`src/rtl/ahf_pkg.sv`:
```
// shared constants, types and helpers of the ascii hex command framer host
package ahf_pkg;

    localparam logic [7:0] CHAR_CR = 8'h0d;
    localparam logic [7:0] CHAR_0 = 8'h30;
    localparam logic [7:0] CHAR_9 = 8'h39;
    localparam logic [7:0] CHAR_A = 8'h41;
    localparam logic [7:0] CHAR_F = 8'h46;
    localparam logic [3:0] NIB_TEN = 4'ha;

    // request header is seq, cmd, selector, index, len hi, len lo
    localparam logic [3:0] REQ_HDR_LAST = 4'h5;
    localparam logic [3:0] CHK_LAST = 4'h1;
    // reply header is seq, code, len hi, len lo; two check bytes follow
    localparam logic [15:0] RSP_POS_SEQ = 16'h0000;
    localparam logic [15:0] RSP_POS_CODE = 16'h0001;
    localparam logic [15:0] RSP_POS_LENH = 16'h0002;
    localparam logic [15:0] RSP_POS_LENL = 16'h0003;
    localparam logic [15:0] RSP_HDR_BYTES = 16'h0004;
    localparam logic [16:0] RSP_OVERHEAD = 17'h00006;

    localparam logic [7:0] RSP_NAK = 8'h00;
    localparam logic [7:0] RSP_ACK_FINAL = 8'h01;
    localparam logic [7:0] RSP_ACK_INTERIM = 8'h02;

    localparam logic [15:0] CRC_POLY_DFLT = 16'h1021;
    localparam logic [15:0] CRC_INIT_DFLT = 16'hffff;

    localparam int unsigned CLK_MHZ = 200;
    localparam int unsigned TIMEOUT_US = 100000;
    localparam int unsigned TIMEOUT_CYC_DFLT = TIMEOUT_US * CLK_MHZ;
    localparam logic [3:0] MAX_RETRY_DFLT = 4'h3;
    localparam int unsigned FIFO_DEPTH = 16;
    localparam int unsigned FIFO_AW = 4;

    localparam logic [1:0] ST_FINAL = 2'h0;
    localparam logic [1:0] ST_INTERIM = 2'h1;
    localparam logic [1:0] ST_TIMEOUT = 2'h2;

    typedef struct packed {
        logic [7:0] cmd;
        logic [7:0] item_selector;
        logic [7:0] item_index;
        logic [15:0] len;
    } ahf_req_s;

    typedef struct packed {
        logic [7:0] seq;
        logic [7:0] code;
        logic [15:0] len;
        logic [1:0] status;
    } ahf_rsp_s;

    typedef enum logic [2:0] {
        T_IDLE, T_HDR, T_PAY, T_CHK, T_END, T_WAIT
    } ahf_tx_e;

    typedef enum logic {R_BODY, R_JUNK} ahf_rx_e;

    // nibble to its upper-case hex character
    function automatic logic [7:0] hex_char(input logic [3:0] n);
        if (n < NIB_TEN) begin
            return CHAR_0 + {4'h0, n};
        end
        return CHAR_A + {4'h0, n - NIB_TEN};
    endfunction

    // character to {legal, nibble}; lower case is illegal
    function automatic logic [4:0] hex_val(input logic [7:0] c);
        logic [7:0] d;
        d = 8'h00;
        if (c >= CHAR_0 && c <= CHAR_9) begin
            d = c - CHAR_0;
            return {1'b1, d[3:0]};
        end
        if (c >= CHAR_A && c <= CHAR_F) begin
            d = c - CHAR_A;
            return {1'b1, d[3:0] + NIB_TEN};
        end
        return 5'h00;
    endfunction

    // one byte through the msb-first check register, no final inversion
    function automatic logic [15:0] crc_step(input logic [15:0] crc,
                                             input logic [7:0] b,
                                             input logic [15:0] poly);
        logic [15:0] c;
        c = crc ^ {b, 8'h00};
        for (int i = 0; i < 8; i++) begin
            c = c[15] ? ((c << 1) ^ poly) : (c << 1);
        end
        return c;
    endfunction

endpackage

```
`src/rtl/ahf_fifo.sv`:
```
// payload fifo with a replay mark so a request can be resent
`timescale 1ns/100ps
`default_nettype none
module ahf_fifo #(
    parameter int unsigned W = 8,
    parameter int unsigned DEPTH = 16,
    parameter int unsigned AW = 4
) (
    input wire logic clk_sys,
    input wire logic rst,
    input wire logic in_valid,
    input wire logic [W-1:0] in_data,
    output logic in_ready,
    output logic out_valid,
    output logic [W-1:0] out_data,
    input wire logic out_ready,
    input wire logic commit,
    input wire logic rewind
);
    logic [W-1:0] mem [DEPTH];
    logic [AW:0] wr_ff, rd_ff, base_ff;
    logic [AW:0] nxt_wr, nxt_rd, nxt_base;
    logic in_ready_ff;
    logic [W-1:0] out_data_ff;
    logic push, pop;

    // popped words stay held until commit; space frees only then
    assign push = in_valid && in_ready_ff;
    assign pop = out_ready && out_valid;
    assign out_valid = rd_ff != wr_ff;
    assign out_data = out_data_ff;
    assign in_ready = in_ready_ff;

    always_comb begin
        nxt_wr = push ? wr_ff + 1'b1 : wr_ff;
        nxt_rd = rewind ? base_ff : (pop ? rd_ff + 1'b1 : rd_ff);
        nxt_base = commit ? rd_ff : base_ff;
    end

    // pointers and a registered ready so back-pressure is glitch free
    always_ff @(posedge clk_sys) begin
        if (rst) begin
            wr_ff <= '0;
            rd_ff <= '0;
            base_ff <= '0;
            in_ready_ff <= 1'b0;
        end else begin
            wr_ff <= nxt_wr;
            rd_ff <= nxt_rd;
            base_ff <= nxt_base;
            in_ready_ff <= (nxt_wr - nxt_base) != (AW+1)'(DEPTH);
        end
    end

    // storage write; read word registered from the next read pointer,
    // bypassing a word that lands on an empty fifo so it still falls through
    always_ff @(posedge clk_sys) begin
        if (push) begin
            mem[wr_ff[AW-1:0]] <= in_data;
        end
        if (push && nxt_rd == wr_ff) begin
            out_data_ff <= in_data;
        end else begin
            out_data_ff <= mem[nxt_rd[AW-1:0]];
        end
    end
endmodule
`default_nettype wire

```
`src/rtl/ahf_host.sv`:
```
// host end of the ascii hex command link: framing, retry and reply check
`timescale 1ns/100ps
`default_nettype none
module ahf_host #(
    parameter logic [15:0] CRC_POLY = ahf_pkg::CRC_POLY_DFLT,
    parameter logic [15:0] CRC_INIT = ahf_pkg::CRC_INIT_DFLT,
    parameter int unsigned TIMEOUT_CYC = ahf_pkg::TIMEOUT_CYC_DFLT,
    parameter logic [3:0] MAX_RETRY = ahf_pkg::MAX_RETRY_DFLT
) (
    input wire logic clk_sys,
    input wire logic rst,
    input wire logic req_valid,
    input wire ahf_pkg::ahf_req_s req,
    output logic req_ready,
    input wire logic pay_in_valid,
    input wire logic [7:0] pay_in_data,
    output logic pay_in_ready,
    output logic tx_valid,
    output logic [7:0] tx_char,
    input wire logic tx_ready,
    input wire logic rx_valid,
    input wire logic [7:0] rx_char,
    output logic rsp_valid,
    output ahf_pkg::ahf_rsp_s rsp,
    output logic rsp_byte_valid,
    output logic [7:0] rsp_byte
);
    ahf_pkg::ahf_tx_e state_ff, nxt_state;
    ahf_pkg::ahf_req_s req_ff;
    logic [7:0] seq_ff, tx_char_ff, cur_byte;
    logic [3:0] bidx_ff, retry_ff;
    logic [15:0] pcnt_ff, crc_ff;
    logic [31:0] timer_ff;
    logic lo_ff, tx_valid_ff, req_ready_ff, slot_free, issue, byte_done;
    logic accept, timeout, reply_hit, retry_go, fifo_valid, fifo_pop;
    logic fifo_commit, fifo_rewind;
    logic [7:0] fifo_data;
    logic rsp_valid_ff, rsp_byte_valid_ff;
    ahf_pkg::ahf_rsp_s rsp_ff;
    logic [7:0] rsp_byte_ff;

    ////////////////////////////////////////////////////////////////////
    // payload buffer; replayed from its mark on every retry
    ahf_fifo #(
        .W(8),
        .DEPTH(ahf_pkg::FIFO_DEPTH),
        .AW(ahf_pkg::FIFO_AW)
    ) u_fifo (
        .clk_sys(clk_sys),
        .rst(rst),
        .in_valid(pay_in_valid),
        .in_data(pay_in_data),
        .in_ready(pay_in_ready),
        .out_valid(fifo_valid),
        .out_data(fifo_data),
        .out_ready(fifo_pop),
        .commit(fifo_commit),
        .rewind(fifo_rewind)
    );

    ////////////////////////////////////////////////////////////////////
    // transmit side: byte in flight and the character slot
    always_comb begin
        cur_byte = 8'h00;
        case (state_ff)
            ahf_pkg::T_HDR: begin
                case (bidx_ff)
                    4'h0: cur_byte = seq_ff;
                    4'h1: cur_byte = req_ff.cmd;
                    4'h2: cur_byte = req_ff.item_selector;
                    4'h3: cur_byte = req_ff.item_index;
                    4'h4: cur_byte = req_ff.len[15:8];
                    default: cur_byte = req_ff.len[7:0];
                endcase
            end
            ahf_pkg::T_PAY: cur_byte = fifo_data;
            ahf_pkg::T_CHK: begin
                cur_byte = (bidx_ff == 4'h0) ? crc_ff[15:8] : crc_ff[7:0];
            end
            default: cur_byte = 8'h00;
        endcase
    end

    assign slot_free = !tx_valid_ff || tx_ready;
    assign issue = slot_free && (state_ff == ahf_pkg::T_HDR
                   || state_ff == ahf_pkg::T_CHK
                   || state_ff == ahf_pkg::T_END
                   || (state_ff == ahf_pkg::T_PAY && fifo_valid));
    assign byte_done = issue && lo_ff && state_ff != ahf_pkg::T_END;
    assign fifo_pop = byte_done && state_ff == ahf_pkg::T_PAY;
    assign accept = req_ready_ff && req_valid;
    assign timeout = state_ff == ahf_pkg::T_WAIT && timer_ff == 32'h0;
    assign retry_go = timeout && retry_ff < MAX_RETRY;
    assign fifo_rewind = retry_go;

    ////////////////////////////////////////////////////////////////////
    // receive side state
    ahf_pkg::ahf_rx_e rstate_ff;
    logic [15:0] rpos_ff, rlen_ff, rcrc_ff;
    logic [7:0] rseq_ff, rcode_ff;
    logic [3:0] rhi_ff;
    logic rlo_ff, rx_ok_ff;
    logic [4:0] rx_hex;
    logic [7:0] rx_byte;
    logic [16:0] rx_total;

    assign rx_hex = ahf_pkg::hex_val(rx_char);
    assign rx_byte = {rhi_ff, rx_hex[3:0]};
    assign rx_total = {1'b0, rlen_ff} + ahf_pkg::RSP_OVERHEAD;
    // only a complete reply to the outstanding sequence counts
    assign reply_hit = rx_ok_ff && state_ff == ahf_pkg::T_WAIT
                       && rseq_ff == seq_ff;
    assign fifo_commit = (reply_hit
                          && rcode_ff != ahf_pkg::RSP_ACK_INTERIM)
                         || (timeout && !retry_go);

    ////////////////////////////////////////////////////////////////////
    // request sequencer
    always_comb begin
        nxt_state = state_ff;
        case (state_ff)
            ahf_pkg::T_IDLE: begin
                if (accept) begin
                    nxt_state = ahf_pkg::T_HDR;
                end
            end
            ahf_pkg::T_HDR: begin
                if (byte_done && bidx_ff == ahf_pkg::REQ_HDR_LAST) begin
                    // no payload means straight to the
                    nxt_state = (req_ff.len == 16'h0) ? ahf_pkg::T_CHK
                                                       : ahf_pkg::T_PAY;
                end
            end
            ahf_pkg::T_PAY: begin
                if (byte_done && pcnt_ff == req_ff.len - 16'h1) begin
                    nxt_state = ahf_pkg::T_CHK;
                end
            end
            ahf_pkg::T_CHK: begin
                if (byte_done && bidx_ff == ahf_pkg::CHK_LAST) begin
                    nxt_state = ahf_pkg::T_END;
                end
            end
            ahf_pkg::T_END: begin
                if (issue) begin
                    nxt_state = ahf_pkg::T_WAIT;
                end
            end
            ahf_pkg::T_WAIT: begin
                if (retry_go) begin
                    nxt_state = ahf_pkg::T_HDR;
                end else if (timeout || fifo_commit) begin
                    nxt_state = ahf_pkg::T_IDLE;
                end
            end
            default: nxt_state = ahf_pkg::T_IDLE;
        endcase
    end

    always_ff @(posedge clk_sys) begin
        if (rst) begin
            state_ff <= ahf_pkg::T_IDLE;
        end else begin
            state_ff <= nxt_state;
        end
    end

    // request capture and sequence number; a retry keeps it
    always_ff @(posedge clk_sys) begin
        if (rst) begin
            req_ff <= '0;
            seq_ff <= 8'h00;
            retry_ff <= 4'h0;
        end else if (accept) begin
            req_ff <= req;
            seq_ff <= seq_ff + 8'h01;
            retry_ff <= 4'h0;
        end else if (retry_go) begin
            retry_ff <= retry_ff + 4'h1;
        end
    end

    // byte position, nibble phase and running check value
    always_ff @(posedge clk_sys) begin
        if (rst) begin
            bidx_ff <= 4'h0;
            pcnt_ff <= 16'h0;
            lo_ff <= 1'b0;
            crc_ff <= CRC_INIT;
        end else if (accept || retry_go) begin
            bidx_ff <= 4'h0;
            pcnt_ff <= 16'h0;
            lo_ff <= 1'b0;
            crc_ff <= CRC_INIT;
        end else if (issue && state_ff != ahf_pkg::T_END) begin
            lo_ff <= !lo_ff;
            if (byte_done) begin
                // the check bytes themselves are not folded
                if (state_ff != ahf_pkg::T_CHK) begin
                    crc_ff <= ahf_pkg::crc_step(crc_ff, cur_byte, CRC_POLY);
                end
                if (state_ff == ahf_pkg::T_PAY) begin
                    pcnt_ff <= pcnt_ff + 16'h1;
                end
                bidx_ff <= (nxt_state != state_ff) ? 4'h0
                                                   : bidx_ff + 4'h1;
            end
        end
    end

    // character slot; hex pair high nibble first, then CR
    always_ff @(posedge clk_sys) begin
        if (rst) begin
            tx_valid_ff <= 1'b0;
            tx_char_ff <= 8'h00;
        end else if (issue) begin
            tx_valid_ff <= 1'b1;
            if (state_ff == ahf_pkg::T_END) begin
                tx_char_ff <= ahf_pkg::CHAR_CR;
            end else begin
                tx_char_ff <= ahf_pkg::hex_char(lo_ff ? cur_byte[3:0]
                                                      : cur_byte[7:4]);
            end
        end else if (tx_ready) begin
            tx_valid_ff <= 1'b0;
        end
    end

    // reply timer; an interim reply restarts the wait
    always_ff @(posedge clk_sys) begin
        if (rst) begin
            timer_ff <= 32'h0;
        end else if ((state_ff == ahf_pkg::T_END && issue) || reply_hit) begin
            timer_ff <= 32'(TIMEOUT_CYC - 1);
        end else if (timer_ff != 32'h0) begin
            timer_ff <= timer_ff - 32'h1;
        end
    end

    ////////////////////////////////////////////////////////////////////
    // reply parser; a CR always restarts at line start
    always_ff @(posedge clk_sys) begin
        if (rst) begin
            rstate_ff <= ahf_pkg::R_BODY;
            rpos_ff <= 16'h0;
            rlo_ff <= 1'b0;
            rhi_ff <= 4'h0;
            rcrc_ff <= CRC_INIT;
            rseq_ff <= 8'h00;
            rcode_ff <= 8'h00;
            rlen_ff <= 16'h0;
            rx_ok_ff <= 1'b0;
        end else begin
            rx_ok_ff <= 1'b0;
            if (rx_valid) begin
                if (rx_char == ahf_pkg::CHAR_CR) begin
                    // whole pairs, exact length, zero residue
                    rx_ok_ff <= rstate_ff == ahf_pkg::R_BODY && !rlo_ff
                                && rpos_ff >= ahf_pkg::RSP_HDR_BYTES
                                && {1'b0, rpos_ff} == rx_total
                                && rcrc_ff == 16'h0;
                    rstate_ff <= ahf_pkg::R_BODY;
                    rpos_ff <= 16'h0;
                    rlo_ff <= 1'b0;
                    rcrc_ff <= CRC_INIT;
                end else if (rstate_ff == ahf_pkg::R_JUNK) begin
                    rstate_ff <= ahf_pkg::R_JUNK;
                end else if (!rx_hex[4]) begin
                    rstate_ff <= ahf_pkg::R_JUNK;
                end else if (!rlo_ff) begin
                    rhi_ff <= rx_hex[3:0];
                    rlo_ff <= 1'b1;
                end else begin
                    rlo_ff <= 1'b0;
                    rcrc_ff <= ahf_pkg::crc_step(rcrc_ff, rx_byte, CRC_POLY);
                    rpos_ff <= rpos_ff + 16'h1;
                    if (rpos_ff == ahf_pkg::RSP_POS_SEQ) begin
                        rseq_ff <= rx_byte;
                    end else if (rpos_ff == ahf_pkg::RSP_POS_CODE) begin
                        rcode_ff <= rx_byte;
                    end else if (rpos_ff == ahf_pkg::RSP_POS_LENH) begin
                        rlen_ff <= {rx_byte, rlen_ff[7:0]};
                    end else if (rpos_ff == ahf_pkg::RSP_POS_LENL) begin
                        rlen_ff <= {rlen_ff[15:8], rx_byte};
                    end else if ({1'b0, rpos_ff} >= rx_total) begin
                        rstate_ff <= ahf_pkg::R_JUNK; // overlong line
                    end
                end
            end
        end
    end

    // reply bytes stream out as parsed; trust them only after rsp_valid
    always_ff @(posedge clk_sys) begin
        if (rst) begin
            rsp_byte_valid_ff <= 1'b0;
            rsp_byte_ff <= 8'h00;
        end else begin
            rsp_byte_valid_ff <= rx_valid && rx_char != ahf_pkg::CHAR_CR
                && rstate_ff == ahf_pkg::R_BODY && rx_hex[4] && rlo_ff
                && rpos_ff >= ahf_pkg::RSP_HDR_BYTES
                && {1'b0, rpos_ff} < rx_total - 17'h2;
            rsp_byte_ff <= rx_byte;
        end
    end

    ////////////////////////////////////////////////////////////////////
    // user reports and handshake flags
    always_ff @(posedge clk_sys) begin
        if (rst) begin
            rsp_valid_ff <= 1'b0;
            rsp_ff <= '0;
            req_ready_ff <= 1'b0;
        end else begin
            req_ready_ff <= nxt_state == ahf_pkg::T_IDLE;
            rsp_valid_ff <= reply_hit || (timeout && !retry_go);
            if (reply_hit) begin
                rsp_ff.seq <= rseq_ff;
                rsp_ff.code <= rcode_ff;
                rsp_ff.len <= rlen_ff;
                rsp_ff.status <= (rcode_ff == ahf_pkg::RSP_ACK_INTERIM)
                                 ? ahf_pkg::ST_INTERIM : ahf_pkg::ST_FINAL;
            end else if (timeout) begin
                rsp_ff.seq <= seq_ff;
                rsp_ff.status <= ahf_pkg::ST_TIMEOUT;
            end
        end
    end

    assign req_ready = req_ready_ff;
    assign tx_valid = tx_valid_ff;
    assign tx_char = tx_char_ff;
    assign rsp_valid = rsp_valid_ff;
    assign rsp = rsp_ff;
    assign rsp_byte_valid = rsp_byte_valid_ff;
    assign rsp_byte = rsp_byte_ff;

    ////////////////////////////////////////////////////////////////////
    // checks on the framing behaviour
    a_tx_char_legal: assert property (
        @(posedge clk_sys) disable iff (rst)
        tx_valid_ff |-> ahf_pkg::hex_val(tx_char_ff) != 5'h00
            || tx_char_ff == ahf_pkg::CHAR_CR)
        else $error("illegal character on transmit");
    a_cr_after_check: assert property (
        @(posedge clk_sys) disable iff (rst)
        (byte_done && state_ff == ahf_pkg::T_CHK
            && bidx_ff == ahf_pkg::CHK_LAST)
        |=> state_ff == ahf_pkg::T_END)
        else $error("check field not followed by carriage return");
    a_cr_on_end: assert property (
        @(posedge clk_sys) disable iff (rst)
        (issue && state_ff == ahf_pkg::T_END)
        |=> tx_valid_ff && tx_char_ff == ahf_pkg::CHAR_CR)
        else $error("line end slot carried no carriage return");
    a_retry_same_seq: assert property (
        @(posedge clk_sys) disable iff (rst)
        retry_go |=> state_ff == ahf_pkg::T_HDR
            && seq_ff == $past(seq_ff) ##[1:3] tx_valid_ff)
        else $error("retry changed sequence or did not restart");
    a_new_seq_step: assert property (
        @(posedge clk_sys) disable iff (rst)
        accept |=> seq_ff == $past(seq_ff) + 8'h01)
        else $error("sequence not advanced for new request");
    a_first_char_seq: assert property (
        @(posedge clk_sys) disable iff (rst)
        (issue && state_ff == ahf_pkg::T_HDR && bidx_ff == 4'h0 && !lo_ff)
        |=> tx_char_ff == ahf_pkg::hex_char(seq_ff[7:4]))
        else $error("frame does not open with sequence high nibble");
    a_pay_count: assert property (
        @(posedge clk_sys) disable iff (rst)
        (state_ff == ahf_pkg::T_PAY && nxt_state == ahf_pkg::T_CHK)
        |=> pcnt_ff == req_ff.len)
        else $error("payload byte count differs from length field");
    a_zero_len_skip: assert property (
        @(posedge clk_sys) disable iff (rst)
        (state_ff == ahf_pkg::T_HDR && req_ff.len == 16'h0)
        |=> state_ff != ahf_pkg::T_PAY)
        else $error("payload phase entered with zero length");
    a_reply_residue: assert property (
        @(posedge clk_sys) disable iff (rst)
        rx_ok_ff |-> $past(rcrc_ff) == 16'h0 && $past(!rlo_ff))
        else $error("reply accepted with nonzero check residue");
    a_lower_rejected: assert property (
        @(posedge clk_sys) disable iff (rst)
        (rx_valid && rx_char != ahf_pkg::CHAR_CR && !rx_hex[4])
        |=> rstate_ff == ahf_pkg::R_JUNK ##0 !rx_ok_ff)
        else $error("illegal reply character not discarded");
endmodule
`default_nettype wire

```
`config.mk`:
```
export PLATFORM = sky130hd
export DESIGN_NAME = ahf_host
export DESIGN_NICKNAME = d
export VERILOG_FILES = /design/src/rtl/ahf_pkg.sv /design/src/rtl/ahf_fifo.sv /design/src/rtl/ahf_host.sv
export SDC_FILE = /design/constraint.sdc
export NUM_CORES = 1
export LEC_CHECK = 0
export BUFFER_PORTS_ARGS = -buffer_cell sky130_fd_sc_hd__buf_2
export CORE_ASPECT_RATIO = 0.6
export CORE_UTILIZATION = 55
export DETAILED_ROUTE_END_ITERATION = 6
export PLACE_DENSITY = 0.84
export SLEW_MARGIN = 0
export SYNTH_ARGS = -nofsm -noshare
export SYNTH_HDL_FRONTEND = slang
export SYNTH_SLANG_ARGS = --single-unit
export TNS_END_PERCENT = 100
```
`constraint.sdc`:
```
create_clock -name clk_sys -period 5 [get_ports clk_sys]
set_input_delay 0 -clock clk_sys [delete_from_list [all_inputs] [get_ports clk_sys]]
set_output_delay 0 -clock clk_sys [all_outputs]
set_load 0.02 [all_outputs]
```
==> reports/qor.csv <==
metric;value;unit
status;finished clean;
die height;148;um
P&R area growth vs syn;13.7;%
Min Hold Slack;0.0534;ns
CTS Sinks;400;
vias in the first global route;15200;
first-pass GRT wire length;83000;um
CP Cell Sequence;inv_1, ha_1, nor3b_1, xnor2_1, nand3_1, nor2_1, nand2_1, nor2_1, xor2_1, ha_1, nor2b_1, o21ai_0, nand2_1, a211oi_1, o31ai_1, a2111oi_0;
YS warnings;0;
fin crit period;3.94;ns
area leader, netlist;dfxtp_1;
Routability Congestion;0.963;
Finished Layout Cells;2699;
nets;2334;
Clock Path Buffers;3;
Total Wirelength;52700;um
grt total ovfl;0;
Synth top area share;0.280;
crit path DAT;4.37;ns
Reg area;9290;um2
Buf+Inv Stages, Crit Path;1;
core area;34300;um2
top post-synthesis cells by area;dfxtp_1, edfxtp_1, nand2_1;
GRT Util Overall;0.288;
FP Rows;52;
post-placement cell count;2576;
Cell variety after synth;82;
clock root buffer;clkbuf_16;
Final Hold Vio Count;0;
clock skew;0.0144;ns
largest net degree at the start of global routing;109;
initial antenna violation count;1;
crit-path max cell delay;0.47;ns
first-pass iteration count of the detailed router;6;
setup_tns;0;ns
syn_nets;2223;
IO Count;117;
top_reg_cell synth;dfxtp_1;
mapped cell area;19500;um2
mean post-synth cell area;9.27;um2
area of the multi-input gates;9620;um2
H-tree levels;2;
Peak Freq;254;MHz
layout cell share with drive strength beyond 1;0.104;
clock slew at reported path FFs;0.06;ns
power per cell area;353;nW/um2
Required @ worst endpoint;5.43;ns
peak supply drop;0.244;mV
static leakage;8.77;nW
fillcell total;2605;
worst setup path class;reg -> reg;
critical path fanouts, max;9;
# setup viols final;0;
# DRC;0;
Max-slew headroom;0.212;
max-slew violations;0;
Slowest-stage cell, CP;dfxtp_1;
post-route design area;22100;um2
via density per instance;6.08;
Worst Max-Slew Pin Slew;1.18;ns
element type at the critical path start;flip-flop;
Hold Crit Class;in -> reg;
RSZ-0062 raised after global routing;false;
maxcap violations;0;
die width;245;um
Via Count;16400;
Iteration-0 DRC Markers;2348;
dpl hpwl;36300;um
Wirelength per Cell;19.5;um
CTS-repair resized insts;0;
Diodes inserted;0;
initial core utilization;0.568;
sequential area share after synthesis;0.477;
post-placement cell area;20300;um2
Worst Setup End Kind;flip-flop;
CTS tree;built;
CTS buffer count;37;
clk_lat worst skew;0.55;ns
Die Area;36200;um2
Port Buffers;115;
Post-Synthesis Cells;2101;
Post-synth EDFFs;128;
fraction of the cycle the final worst path needs;0.789;
#FFs+latches synth;400;
Post-synth ARST share;0;
CP top delay family;simple AND/OR/NAND/NOR gates;
Routed Antenna Nets;0;
[power by group]
part / switching (W) / internal (W) / leakage, nW / total [W]
clock: 0.00127 / 0.00172 / 0.643 / 0.00299
sequential: 0.000154 / 0.00350 / 3.36 / 0.00365
combinational: 0.000694 / 0.000484 / 4.77 / 0.00118
total: 0.00212 / 0.00570 / 8.77 / 0.00782
[state kept, by name, indices dropped and copies added (netlist names), 16 cells and up]
register    flops
rsp            34
timer_ff       32
req_ff         40
rcrc_ff        16
rlen_ff        16
crc_ff         16
rpos_ff        16
u_fifo.mem    128
pcnt_ff        16
[worst min-delay path, cell delays in order]
cell	delay (ns)
buf_2	0.11
a21oi_1	0.29
nor2_1	0.15
[through the flow]
stage / setup slack, ns / utilization / power (W)
2_1_floorplan: 1.66 / - / 0.00454
3_3_place_gp: 1.32 / 0.592 / 0.00476
3_5_place_dp: 1.14 / 0.592 / 0.00482
4_1_cts: 1.11 / 0.646 / 0.00782
5_1_grt: 0.705 / 0.646 / 0.00810
6_report: 1.06 / 0.646 / 0.00782
[cells in the final DEF (no fill, tap or decap), drive strengths merged, types with 23 or more instances in the layout]
| cell | instances |
|---|---|
| nand2b | 23 |
| and3 | 33 |
| nand3 | 87 |
| nor2b | 24 |
| mux2i | 67 |
| xnor2 | 110 |
| clkbuf | 47 |
| inv | 37 |
| nor2 | 181 |
| or3 | 26 |
| a21oi | 168 |
| nor3 | 43 |
| xor2 | 79 |
| buf | 127 |
| o21ai | 48 |
| edfxtp | 128 |
| ha | 60 |
| dlygate4sd3 | 56 |
| nor4 | 25 |
| nand2 | 340 |
| dfxtp | 272 |
[final timing paths]
path | slack (ns) | cells past startpoint | from | end
min reg2reg | 0.45 | 2 | rsp[7] | rsp[7]
max | 1.06 | 16 | rlen_ff[1] | rsp_byte_valid
max reg2reg | 1.06 | 16 | rlen_ff[1] | rsp_byte_valid
min | 0.05 | 3 | rx_char[3] | rsp_byte[3]
[area by class of cell]
cell class / instances / area share
multi-input combinational: 1557 / 0.435
sequential: 400 / 0.419
timing repair buffer: 183 / 0.0562
clock buffer: 47 / 0.0496
tap: 459 / 0.0259
clock inverter: 20 / 0.00853
inverter: 33 / 0.00559
[synthesized netlist by cell type (all sizes together), types with 8 or more instances]
cell,instances
xor2,79
nand2b,23
nor3,43
and3,33
nand3,87
or2,8
nand4,18
buf,28
dfxtp,272
mux2,17
a21o,14
nor4,25
a211oi,17
inv,33
a21oi,168
a31oi,14
nor2,181
mux2i,67
o211ai,10
nor3b,11
o22ai,10
clkbuf,83
nand2,340
nor2b,24
ha,60
and2,21
o21ai,48
or3,26
nand3b,10
edfxtp,128
xnor2,110
[cell families after synthesis]
family | Yosys count | share of synthesized area
flops | 400 | 0.477
mux | 84 | 0.0443
compound gates | 356 | 0.114
xor+xnor | 189 | 0.0850
other cells | 1 | 0.000193
fa+ha+maj | 61 | 0.0391
buf+inv | 144 | 0.0301
simple gates | 866 | 0.211
[per-layer routing]
layer  track usage  routed length [um]  vias up
li1              -                   -     7561
met1         0.429               23300     7866
met2         0.431               22900      886
met3        0.0545                5640      109
met4        0.0656                 959        0
met5             0                   0        -
[timing repair]
action,CTS,global route
hold buffers,56,0
setup buffers,0,0
hold endpoints to repair,225,0
(Power assumes the default switching activity.)
